### config.mk
export PLATFORM = sky130hd
export DESIGN_NAME = thermistor_profile_config
export DESIGN_NICKNAME = d
export VERILOG_FILES = /design/src/thermistor_profile_pkg.sv /design/src/zone_policy_if.sv /design/src/zone_policy.sv /design/src/thermistor_profile_config.sv
export SDC_FILE = /design/constraint.sdc
export NUM_CORES = 1
export LEC_CHECK = 0
export BUFFER_PORTS_ARGS = -buffer_cell sky130_fd_sc_hd__clkbuf_2
export CORE_MARGIN = 2
export CORE_UTILIZATION = 30
export DETAILED_ROUTE_END_ITERATION = 10
export PLACE_DENSITY = 0.56
export SYNTH_ARGS = -nofsm -noshare
export SYNTH_HDL_FRONTEND = slang
export SYNTH_SLANG_ARGS = --single-unit
### constraint.sdc
create_clock -name clk -period 3.64 [get_ports clk]
set_input_delay 0 -clock clk [delete_from_list [all_inputs] [get_ports clk]]
set_output_delay 0 -clock clk [all_outputs]
set_load 0.02 [all_outputs]
### src/thermistor_profile_pkg.sv
// Purpose: Shared constants and types for the thermistor profile configuration bank.
// Assumes: Registers are reached over an 8-bit serial control register port.
// Notes:   Temperatures are signed whole degrees Celsius in two's complement.
package thermistor_profile_pkg;

  localparam logic [7:0] ADDR_CONTROL_A   = 8'h1A;
  localparam logic [7:0] ADDR_THRESHOLDS  = 8'h1B;
  localparam logic [7:0] ADDR_CONTROL_C   = 8'h1C;

  localparam logic [7:0] RESET_CONTROL_A  = 8'h3D;
  localparam logic [7:0] RESET_THRESHOLDS = 8'h25;
  localparam logic [7:0] RESET_CONTROL_C  = 8'h3F;
  localparam logic [7:0] WRITE_MASK_C     = 8'h7F;

  localparam int OVERRIDE_BIT    = 7;
  localparam int HOT_LIMIT_LSB   = 5;
  localparam int COLD_LIMIT_BIT  = 4;
  localparam int WARM_CUR_LSB    = 2;
  localparam int COOL_CUR_LSB    = 0;
  localparam int LOW_SET_LSB     = 5;
  localparam int HIGH_SET_LSB    = 2;
  localparam int WARM_VOLT_LSB   = 0;
  localparam int MIRROR_BIT      = 6;
  localparam int PREWARM_VOLT_LSB = 4;
  localparam int PREWARM_CUR_LSB = 2;
  localparam int PRECOOL_CUR_LSB = 0;

  localparam int SENSE_WIDTH     = 5;

  localparam logic [1:0] CODE_SUSPEND   = 2'h0;
  localparam logic [1:0] CODE_UNCHANGED = 2'h3;
  localparam logic [1:0] HOT_LIMIT_OFF  = 2'h3;

  typedef enum logic [2:0] {
    zone_in_range = 3'h0,
    cool_zone     = 3'h1,
    precool_zone  = 3'h2,
    prewarm_zone  = 3'h3,
    warm_zone     = 3'h4,
    hot_zone      = 3'h5,
    cold_zone     = 3'h6
  } zone_t;

  localparam logic [7:0] TH1_TABLE [0:7] = '{8'h00, 8'h00, 8'h00, 8'h00,
                                              8'hFB, 8'hFB, 8'hFB, 8'h00};
  localparam logic [7:0] TH2_TABLE [0:7] = '{8'h05, 8'h0A, 8'h0F, 8'h14,
                                              8'h05, 8'h0A, 8'h0A, 8'h0A};
  localparam logic [7:0] TH3_TABLE [0:7] = '{8'h0F, 8'h0F, 8'h14, 8'h14,
                                              8'h0F, 8'h0F, 8'h14, 8'h14};
  localparam logic [7:0] TH4_TABLE [0:7] = '{8'h23, 8'h23, 8'h23, 8'h28,
                                              8'h23, 8'h23, 8'h28, 8'h28};
  localparam logic [7:0] TH5_TABLE [0:7] = '{8'h28, 8'h2D, 8'h32, 8'h37,
                                              8'h28, 8'h2D, 8'h2D, 8'h32};
  localparam logic [7:0] TH6_TABLE [0:7] = '{8'h3C, 8'h3C, 8'h3C, 8'h3C,
                                              8'h32, 8'h32, 8'h3C, 8'h3C};
  localparam logic [7:0] HOT_TABLE [0:3] = '{8'h37, 8'h3C, 8'h41, 8'h00};
  localparam logic [7:0] COLD_TABLE [0:1] = '{8'hEC, 8'hF6};

endpackage : thermistor_profile_pkg

### src/zone_policy_if.sv
// Purpose: Carries configuration fields to the zone policy and its answer back.
// Assumes: Both ends run on the same clock.
// Notes:   Purely combinational signals.
`timescale 1ns/1ps
`default_nettype none
interface zone_policy_if;
  thermistor_profile_pkg::zone_t zone;
  logic [1:0]                    warm_cur;
  logic [1:0]                    cool_cur;
  logic [1:0]                    prewarm_cur;
  logic [1:0]                    precool_cur;
  logic [1:0]                    warm_volt;
  logic [1:0]                    prewarm_volt;
  logic                          mirror;
  logic [1:0]                    cur_sel;
  logic [1:0]                    volt_sel;
  logic                          charge_en;

  modport bank (output zone, warm_cur, cool_cur, prewarm_cur, precool_cur, warm_volt,
                output prewarm_volt, mirror, input cur_sel, volt_sel, charge_en);
  modport policy (input zone, warm_cur, cool_cur, prewarm_cur, precool_cur, warm_volt,
                  input prewarm_volt, mirror, output cur_sel, volt_sel, charge_en);
endinterface : zone_policy_if
`default_nettype wire

### src/zone_policy.sv
// Purpose: Picks the charge current and voltage adjustment codes for the current zone.
// Assumes: The zone given is already forced to in-range when feedback is overridden.
// Notes:   No state; the bank registers the answer.
`timescale 1ns/1ps
`default_nettype none
module zone_policy
(
  zone_policy_if.policy pif
);

  always_comb
  begin
    pif.cur_sel  = thermistor_profile_pkg::CODE_UNCHANGED;
    pif.volt_sel = thermistor_profile_pkg::CODE_UNCHANGED;
    unique case (pif.zone)
      thermistor_profile_pkg::zone_in_range:
      begin
        pif.cur_sel  = thermistor_profile_pkg::CODE_UNCHANGED;
      end
      thermistor_profile_pkg::warm_zone:
      begin
        pif.cur_sel  = pif.warm_cur;
        pif.volt_sel = pif.warm_volt;
      end
      thermistor_profile_pkg::cool_zone:
      begin
        pif.cur_sel  = pif.cool_cur;
        pif.volt_sel = pif.mirror ? pif.warm_volt
                                  : thermistor_profile_pkg::CODE_UNCHANGED;
      end
      thermistor_profile_pkg::prewarm_zone:
      begin
        pif.cur_sel  = pif.prewarm_cur;
        pif.volt_sel = pif.prewarm_volt;
      end
      thermistor_profile_pkg::precool_zone:
      begin
        pif.cur_sel  = pif.precool_cur;
        pif.volt_sel = pif.mirror ? pif.prewarm_volt
                                  : thermistor_profile_pkg::CODE_UNCHANGED;
      end
      // Hot and cold stop charging outright regardless of the zone fields.
      thermistor_profile_pkg::hot_zone,
      thermistor_profile_pkg::cold_zone:
      begin
        pif.cur_sel  = thermistor_profile_pkg::CODE_SUSPEND;
      end
      default:
      begin
        pif.cur_sel  = thermistor_profile_pkg::CODE_SUSPEND;
      end
    endcase
    pif.charge_en = (pif.cur_sel != thermistor_profile_pkg::CODE_SUSPEND);
  end

endmodule : zone_policy
`default_nettype wire

### src/thermistor_profile_config.sv
// Purpose: Thermistor temperature profile configuration bank and its zone policy outputs.
// Assumes: Register port strobes come from the serial control logic on clk.
// Notes:   Zone and boost comparator inputs are asynchronous and are synchronised here.
`timescale 1ns/1ps
`default_nettype none
module thermistor_profile_config
(
  input  wire logic       clk,
  input  wire logic       srst,
  input  wire logic       ce,
  input  wire logic       reg_wr,
  input  wire logic       reg_rd,
  input  wire logic [7:0] reg_addr,
  input  wire logic [7:0] reg_wdata,
  input  wire logic       reg_reset,
  input  wire logic       watchdog_expired,
  input  wire logic [2:0] zone_sense,
  input  wire logic       boost_hot_trip,
  input  wire logic       boost_cold_trip,
  output logic      [7:0] reg_rdata,
  output logic            reg_rvalid,
  output logic      [2:0] thermistor_zone_report,
  output logic      [1:0] charge_current_sel,
  output logic      [1:0] charge_voltage_sel,
  output logic            charge_enable,
  output logic            boost_enable,
  output logic      [7:0] th1_temp,
  output logic      [7:0] th2_temp,
  output logic      [7:0] th3_temp,
  output logic      [7:0] th4_temp,
  output logic      [7:0] th5_temp,
  output logic      [7:0] th6_temp,
  output logic      [7:0] boost_hot_temp,
  output logic            boost_hot_enable,
  output logic      [7:0] boost_cold_temp
);

  localparam int SW = thermistor_profile_pkg::SENSE_WIDTH;

  typedef struct packed {
    logic [7:0]    control_a;
    logic [7:0]    thresholds;
    logic [7:0]    control_c;
    logic [SW-1:0] sync1;
    logic [SW-1:0] sync2;
    logic [SW-1:0] sync3;
    logic [SW-1:0] sense;
    logic [7:0]    rdata;
    logic          rvalid;
    logic [2:0]    zone_rep;
    logic [1:0]    cur_sel;
    logic [1:0]    volt_sel;
    logic          charge_en;
    logic          boost_en;
    logic [7:0]    th1;
    logic [7:0]    th2;
    logic [7:0]    th3;
    logic [7:0]    th4;
    logic [7:0]    th5;
    logic [7:0]    th6;
    logic [7:0]    hot_temp;
    logic          hot_en;
    logic [7:0]    cold_temp;
  } state_t;

  state_t                        st;
  state_t                        next_st;
  zone_policy_if                 pif ();
  thermistor_profile_pkg::zone_t sensed_zone;
  logic                          override;
  logic [1:0]                    hot_code;
  logic                          cold_code;
  logic [2:0]                    low_code;
  logic [2:0]                    high_code;

  assign override  = st.control_a[thermistor_profile_pkg::OVERRIDE_BIT];
  assign hot_code  = st.control_a[thermistor_profile_pkg::HOT_LIMIT_LSB +: 2];
  assign cold_code = st.control_a[thermistor_profile_pkg::COLD_LIMIT_BIT];
  assign low_code  = st.thresholds[thermistor_profile_pkg::LOW_SET_LSB +: 3];
  assign high_code = st.thresholds[thermistor_profile_pkg::HIGH_SET_LSB +: 3];

  // An unknown comparator pattern is treated as cold so charging stays stopped.
  always_comb
  begin
    if (st.sense[2:0] > 3'h6)
    begin
      sensed_zone = thermistor_profile_pkg::cold_zone;
    end
    else
    begin
      sensed_zone = thermistor_profile_pkg::zone_t'(st.sense[2:0]);
    end
  end

  assign pif.zone         = override ? thermistor_profile_pkg::zone_in_range
                                     : sensed_zone;
  assign pif.warm_cur     = st.control_a[thermistor_profile_pkg::WARM_CUR_LSB +: 2];
  assign pif.cool_cur     = st.control_a[thermistor_profile_pkg::COOL_CUR_LSB +: 2];
  assign pif.warm_volt    = st.thresholds[thermistor_profile_pkg::WARM_VOLT_LSB +: 2];
  assign pif.mirror       = st.control_c[thermistor_profile_pkg::MIRROR_BIT];
  assign pif.prewarm_volt = st.control_c[thermistor_profile_pkg::PREWARM_VOLT_LSB +: 2];
  assign pif.prewarm_cur  = st.control_c[thermistor_profile_pkg::PREWARM_CUR_LSB +: 2];
  assign pif.precool_cur  = st.control_c[thermistor_profile_pkg::PRECOOL_CUR_LSB +: 2];

  zone_policy policy_inst
  (
    .pif (pif.policy)
  );

  always_comb
  begin
    next_st = st;

    // A change on a sensed input counts only once the last two stages agree.
    next_st.sync1 = {boost_cold_trip, boost_hot_trip, zone_sense};
    next_st.sync2 = st.sync1;
    next_st.sync3 = st.sync2;
    for (int i = 0; i < SW; i++)
    begin
      if (st.sync2[i] == st.sync3[i])
      begin
        next_st.sense[i] = st.sync3[i];
      end
    end

    // Register writes; reserved bit of the third register is never stored.
    if (reg_wr)
    begin
      unique case (reg_addr)
        thermistor_profile_pkg::ADDR_CONTROL_A:
        begin
          next_st.control_a = reg_wdata;
        end
        thermistor_profile_pkg::ADDR_THRESHOLDS:
        begin
          next_st.thresholds = reg_wdata;
        end
        thermistor_profile_pkg::ADDR_CONTROL_C:
        begin
          next_st.control_c = reg_wdata & thermistor_profile_pkg::WRITE_MASK_C;
        end
        default:
        begin
          next_st.control_a = st.control_a;
        end
      endcase
    end

    // Watchdog expiry beats a write of the override bit in the same cycle.
    if (watchdog_expired)
    begin
      next_st.control_a[thermistor_profile_pkg::OVERRIDE_BIT] = 1'b0;
    end

    if (reg_reset)
    begin
      next_st.control_a  = thermistor_profile_pkg::RESET_CONTROL_A;
      next_st.thresholds = thermistor_profile_pkg::RESET_THRESHOLDS;
      next_st.control_c  = thermistor_profile_pkg::RESET_CONTROL_C;
    end

    // Reads return the stored value before any write in the same cycle.
    next_st.rvalid = reg_rd;
    if (reg_rd)
    begin
      unique case (reg_addr)
        thermistor_profile_pkg::ADDR_CONTROL_A:
        begin
          next_st.rdata = st.control_a;
        end
        thermistor_profile_pkg::ADDR_THRESHOLDS:
        begin
          next_st.rdata = st.thresholds;
        end
        thermistor_profile_pkg::ADDR_CONTROL_C:
        begin
          next_st.rdata = st.control_c & thermistor_profile_pkg::WRITE_MASK_C;
        end
        default:
        begin
          next_st.rdata = 8'h00;
        end
      endcase
    end

    next_st.zone_rep  = pif.zone;
    next_st.cur_sel   = pif.cur_sel;
    next_st.volt_sel  = pif.volt_sel;
    next_st.charge_en = pif.charge_en;

    next_st.hot_temp  = thermistor_profile_pkg::HOT_TABLE[hot_code];
    next_st.hot_en    = (hot_code != thermistor_profile_pkg::HOT_LIMIT_OFF);
    next_st.cold_temp = thermistor_profile_pkg::COLD_TABLE[cold_code];

    // Boost stops on a hot trip only while the hot limit is enabled.
    next_st.boost_en  = override |
                        (~(st.hot_en & st.sense[3]) & ~st.sense[4]);

    next_st.th1 = thermistor_profile_pkg::TH1_TABLE[low_code];
    next_st.th2 = thermistor_profile_pkg::TH2_TABLE[low_code];
    next_st.th3 = thermistor_profile_pkg::TH3_TABLE[low_code];
    next_st.th4 = thermistor_profile_pkg::TH4_TABLE[high_code];
    next_st.th5 = thermistor_profile_pkg::TH5_TABLE[high_code];
    next_st.th6 = thermistor_profile_pkg::TH6_TABLE[high_code];
  end

  always_ff @(posedge clk)
  begin
    if (srst)
    begin
      st            <= '0;
      st.control_a  <= thermistor_profile_pkg::RESET_CONTROL_A;
      st.thresholds <= thermistor_profile_pkg::RESET_THRESHOLDS;
      st.control_c  <= thermistor_profile_pkg::RESET_CONTROL_C;
      st.cur_sel    <= thermistor_profile_pkg::CODE_UNCHANGED;
      st.volt_sel   <= thermistor_profile_pkg::CODE_UNCHANGED;
    end
    else if (ce)
    begin
      st <= next_st;
    end
  end

  assign reg_rdata              = st.rdata;
  assign reg_rvalid             = st.rvalid;
  assign thermistor_zone_report = st.zone_rep;
  assign charge_current_sel     = st.cur_sel;
  assign charge_voltage_sel     = st.volt_sel;
  assign charge_enable          = st.charge_en;
  assign boost_enable           = st.boost_en;
  assign th1_temp               = st.th1;
  assign th2_temp               = st.th2;
  assign th3_temp               = st.th3;
  assign th4_temp               = st.th4;
  assign th5_temp               = st.th5;
  assign th6_temp               = st.th6;
  assign boost_hot_temp         = st.hot_temp;
  assign boost_hot_enable       = st.hot_en;
  assign boost_cold_temp        = st.cold_temp;

endmodule : thermistor_profile_config
`default_nettype wire

# [After elaboration in Yosys (flattened, before gate mapping)]
# Memory sizes are Yosys's and may differ from the RTL's. A register that Yosys moved wholly into a read port is not among the register bits.
# Cells that the tools add are included.
[totals] latchBits=0 n_memories=6 mem_bits_rw=0 elab_cells=90 out_inout_bits=83 mem_bits_ro=384 register_bits=78 inputBits=28
[op_classes] shifts=0 addsub=0 eq_ne=13 n_reduce_logical=18 n_div=0 mul=0 muxes=19 n_bitwise=9 magnitude_cmp=3
[mem_list] name="(no name shown)" depth=8 word_bits=8 read_ports=1 rd_ports_with_merged_regs=1 write_ports=0 line_no="thermistor_profile_config.sv:204" text="next_st.th6 = thermistor_profile_pkg::TH6_TABLE[high_code];"
[mem_list] name="(no name shown)" depth=8 word_bits=8 read_ports=1 rd_ports_with_merged_regs=1 write_ports=0 line_no="thermistor_profile_config.sv:203" text="next_st.th5 = thermistor_profile_pkg::TH5_TABLE[high_code];"
[mem_list] name="(no name shown)" depth=8 word_bits=8 read_ports=1 rd_ports_with_merged_regs=1 write_ports=0 line_no="thermistor_profile_config.sv:202" text="next_st.th4 = thermistor_profile_pkg::TH4_TABLE[high_code];"
[mem_list] name="(no name shown)" depth=8 word_bits=8 read_ports=1 rd_ports_with_merged_regs=1 write_ports=0 line_no="thermistor_profile_config.sv:201" text="next_st.th3 = thermistor_profile_pkg::TH3_TABLE[low_code];"
[mem_list] name="(no name shown)" depth=8 word_bits=8 read_ports=1 rd_ports_with_merged_regs=1 write_ports=0 line_no="thermistor_profile_config.sv:200" text="next_st.th2 = thermistor_profile_pkg::TH2_TABLE[low_code];"
[mem_list] name="(no name shown)" depth=8 word_bits=8 read_ports=1 rd_ports_with_merged_regs=1 write_ports=0 line_no="thermistor_profile_config.sv:199" text="next_st.th1 = thermistor_profile_pkg::TH1_TABLE[low_code];"
[op_table] cell="8-bit 2-to-1 mux" n=7
[op_table] cell="24-bit 2-to-1 mux" n=2
[op_table] cell="8-bit by 5-bit == test with 1-bit output (second input constant)" n=3
[op_table] cell="8-bit one-hot mux with 3 select lines" n=1
[op_table] cell="8-bit binary-select mux with 2-bit select" n=1
[op_table] cell="2-bit AND reduction" n=6
[op_table] cell="3-bit AND reduction" n=4
[op_table] cell="2-bit one-hot mux with 5 select lines" n=1
[op_table] cell="2-bit nonzero test" n=5
[op_table] cell="3-bit NOT with 4-bit output" n=2
[op_table] cell="2-bit one-hot mux with 4 select lines" n=1
[op_table] cell="3-bit by 2-bit == test with 1-bit output (second input constant)" n=2
[op_table] cell="3-bit 2-to-1 mux" n=2
[op_table] cell="3-bit nonzero test" n=2
[op_table] cell="1-bit == test" n=5
[op_table] cell="5-bit 2-to-1 mux" n=1
[op_table] cell="2-bit 2-to-1 mux" n=2
[op_table] cell="3-bit by 1-bit == test with 1-bit output (second input constant)" n=1
[op_table] cell="3-bit == test (second input constant)" n=1
[op_table] cell="3-bit >= comparator (second input constant)" n=1
[op_table] cell="3-bit > comparator (second input constant)" n=1
[op_table] cell="3-bit logical NOT" n=1
[op_table] cell="2-bit NOT with 3-bit output" n=1
[op_table] cell="1-bit AND" n=2
[op_table] cell="other kinds (6)" n=7

# [Logic depth before layout (Yosys ltp)]
[logic_depth] ltp_word=6 depth_mapped=6 mapped_depth_nobuf=5

# [Hierarchy]
# Synthesis repeated with hierarchy kept, for this count alone.
[hier_totals] hier_cells=484 area_unflattened_um2=4257.8
[by_module_without_submodules] module="thermistor_profile_config" cells_each=463 area_each_um2=4103.9 seq_area_each_um2=1681.6 instances=1
[by_module_without_submodules] module="zone_policy" cells_each=21 area_each_um2=153.9 seq_area_each_um2=0.0 instances=1

# [Worst setup path after synthesis]
# No wires, ideal clock.
[synth_path] path_type="input port to flip-flop" startpoint="in reg_addr[5]" endpoint="reg st (netlist bit pif.cool_cur[1])" t_arrival_ps=1414 setup_time_ps=61 cell_stages=5 slack_ps=2165 path_buffers=1 t_required_ps=3579 path_cell_list="or4b_4 > buf_6 > or2_4 > nor4_4 > a32o_1"
[synth_via] elab_chain_cells=3
[synth_rtl] element="from (decl)" line_no="thermistor_profile_config.sv:13" text="input wire logic [7:0] reg_addr,"
[synth_rtl] element="8-bit by 5-bit == test with 1-bit output" line_no="thermistor_profile_config.sv:129" text="unique case (reg_addr)"
[synth_rtl] element="2-bit nonzero test (no line)"
[synth_rtl] element="3-bit AND reduction (no line)"
[synth_rtl] element="to (signal assigned)" line_no="thermistor_profile_config.sv:220" text="st <= next_st;"
[synth_rtl] element="to (decl)" line_no="thermistor_profile_config.sv:66" text="state_t st;"
# Every way passes these cells.
# A chain may end at the register's enable or synchronous reset.

# [Worst setup path in the final report]
[layout_path] startpoint="in ce" endpoint="reg st (netlist bit reg_rdata[0])"
[layout_via] elab_chain_cells=1
[layout_rtl] element="from (decl)" line_no="thermistor_profile_config.sv:10" text="input wire logic ce,"
[layout_rtl] element="2-bit AND reduction (no line)"
# Every way passes these cells.

==> results.sh <==
export IMPL_rsz0062_at_grt="no"
export IMPL_layout_common_cells="clkbuf_2, dfxtp_1, nor2_1"
export IMPL_hold_end="pif.prewarm_cur[0]"
export IMPL_grt_pass1_vias=3030
export IMPL_worstSetupPathType="input pin to flip-flop"
export IMPL_antenna_found_initial=0
export IMPL_r2r_cells=4
export IMPL_slew_viol_final=0
export IMPL_vias=3149
export IMPL_start_kind="input pin"
export IMPL_worstPathMaxFanout=30
export IMPL_drt_pass1_iter_count=4
export IMPL_setup_tns_ns=0
export IMPL_dp_cells=642
export IMPL_finalHoldViolCount=0
export IMPL_slew_headroom_pct=31.0
export IMPL_overflow=0
export IMPL_die_area_sq_um=14800
export IMPL_grt_max_degree=47
export IMPL_setup_viol=0
export IMPL_drt_iter0_markers=188
export IMPL_fp_dieW_um=122
export IMPL_clockBufferDepth=2
export IMPL_syn_avg_cell_area_sq_um=9.05
export IMPL_critPathArrivalTime_ns=2.06
export IMPL_min_path_cells=3
export IMPL_r2r_slack_ns=1.93
export IMPL_yosysWarnings=0
export IMPL_grt_use_total_pct=13.7
export IMPL_synth_edf_count=0
export IMPL_yosys_register_bits=84
export IMPL_htreeDepth=3
export IMPL_clockRootBuffer="clkbuf_16"
export IMPL_p_leak_nw=1.96
export IMPL_fin_nets=522
export IMPL_num_rows=42
export IMPL_initial_core_util_pct=31.0
export IMPL_cts_sinks=84
export IMPL_powerDensity_nw_per_um2=423
export IMPL_fin_ws_ns=1.85
export IMPL_holdCritStartpoint="reg_wdata[2]"
export IMPL_holdCritPathClass="input pin to flip-flop"
export IMPL_dp_hpwl_um=7250
export IMPL_cts_inserted_buffers=9
export IMPL_worst_slew_pin_slew_ns=1.02
export IMPL_ys_types=48
export IMPL_clock_latency_ns=0.33
export IMPL_num_io_pins=111
export IMPL_synthArstFlopShare_pct=0
export IMPL_critPathRequiredTime_ns=3.91
export IMPL_wl_per_cell_um=14.7
export IMPL_routed_via_density=4.72
export IMPL_core_area_sq_um=13300
export IMPL_fmax_mhz=559
export IMPL_drive_gt1_share_pct=23.2
export IMPL_syn_area_sq_um=4140
export IMPL_fin_skew_ns=0.00508
export IMPL_drt_antenna_violating_nets=0
export IMPL_cp_end_kind="flip-flop"
export IMPL_irDropWorstVdd_mv=0.210
export IMPL_gp_congestion=0.850
export IMPL_diodes=0
export IMPL_whs_ns=0.0118
export IMPL_die_y_um=122
export IMPL_ys_seq_area_share_pct=40.6
export IMPL_wirelength_um=9830
export IMPL_tritoncts="built"
export IMPL_post_place_ws_ns=1.50
export IMPL_syn_to_final_growth_pct=10.4
export IMPL_cts_resized=0
export IMPL_fin_cells=667
export IMPL_outcome="finished clean"
export IMPL_finalCriticalPeriod_ns=1.79
export IMPL_io_buffers=92
export IMPL_grt_pass1_wl_um=15700
export IMPL_mostFrequentLayoutCell="clkbuf_2"
export IMPL_synth_cells=458
export IMPL_r2r_start="st[83]"
export IMPL_synthFlopType="dfxtp_1"
export IMPL_fin_crit_sh_pct=49.1
export IMPL_drt_drc_violations_left=0
export IMPL_worstReg2RegEnd="charge_voltage_sel[0]"
export IMPL_clkTransAtPathRegs_ns=0.06
export IMPL_cap_violations=0
-- cell usage after synthesis, types with 3 or more instances --
cell	n	area share [%]
and3_1	3	0.45
a21oi_1	29	3.5
ha_1	5	1.5
a22o_1	6	1.3
and2_1	4	0.60
nand2_1	19	1.7
nor4_4	4	2.1
o22a_1	4	0.85
dfxtp_1	84	41
a2bb2oi_1	6	1.3
nand3b_1	4	0.72
nor2_1	54	4.9
mux2i_1	29	7.0
nor2b_1	7	1.1
o21ai_0	16	1.9
inv_1	13	1.2
buf_4	79	14
nor3_1	4	0.48
nand2b_1	3	0.45
a22oi_1	14	2.5
a211oi_1	12	2.2
o2bb2ai_1	6	1.3
clkbuf_1	22	2.0
-- cells by family (layout without fill, tap and decap cells) --
| kind of cell | after synthesis | in the layout | synth area share [%] |
|---|---|---|---|
| buffers and inverters | 117 | 133 | 18.0 |
| AND/OR/NAND/NOR | 114 | 114 | 14.8 |
| AO/OA/AOI/OAI | 107 | 107 | 17.8 |
| flip-flops | 84 | 84 | 40.6 |
| multiplexers | 29 | 29 | 7.01 |
| adder cells (fa/ha/maj) | 6 | 6 | 1.75 |
| other | 1 | 18 | 0.0905 |
-- area by class of cell --
class	instances	area [sq um]
tap	176	220
sequential	84	1680
inverter	13	48.8
clock buffer	13	240
fill	1396	8770
timing repair buffer	107	603
multi-input combinational	274	1780
-- sequential cells by signal, summed over array words and instances (netlist names), 2 cells and up --
name	count
low_code	3
boost_cold_temp	2
th2_temp	4
th6_temp	2
pif.warm_cur	2
th3_temp	3
next_st	10
pif.prewarm_volt	2
st	10
high_code	3
pif.cool_cur	2
pif.warm_volt	2
reg_rdata	8
th5_temp	3
thermistor_zone_report	3
hot_code	2
boost_hot_temp	5
th4_temp	2
charge_voltage_sel	2
charge_current_sel	2
pif.prewarm_cur	2
pif.precool_cur	2
-- layer usage --
metal	up-vias	share of wire (%)	track usage [%]
met5	-	0	0
met4	0	1.7	6.32
met3	12	7.0	3.90
met2	97	45	21.0
met1	1485	46	17.8
li1	1555	-	-
-- timing repair --
item                                   in CTS  in global routing
endpoints found under the hold margin      19                  0
hold buffers                               12                  0
buffers inserted                            0                  0
-- power breakdown --
part	switching, mW	internal (mW)
logic	0.133	0.0659
clock network	0.331	0.452
registers	0.0146	0.939
total	0.478	1.46
-- worst max path at each step --
| stage | depth (start not counted) | startpoint | slack (ns) | end |
|---|---|---|---|---|
| 2_1_floorplan | 5 | reg_addr[5] | 2.17 | pif.cool_cur[1] |
| 3_3_place_gp | 5 | ce | 1.71 | reg_rdata[3] |
| 3_5_place_dp | 5 | ce | 1.50 | reg_rdata[0] |
| 4_1_cts | 5 | ce | 1.85 | reg_rdata[0] |
| 5_1_grt | 5 | ce | 1.66 | reg_rdata[0] |
| 6_report | 5 | ce | 1.85 | reg_rdata[0] |
-- metrics by stage --
stage                     area [sq um]  util, %  power (mW)
after floorplan                   4210        -        1.15
after global placement            4210     31.6        1.16
after detailed placement          4210     31.6        1.16
after CTS                         4570     34.3        1.96
after global routing              4570     34.3        2.02
final                             4570     34.3        1.94
-- critical path: stages --
cell and delay, ns:
clkbuf_2 0.52, nand2_1 0.42, a211oi_1 0.82, a22oi_1 0.16, nor2_1 0.14
Power figures use the tool's default switching activity.
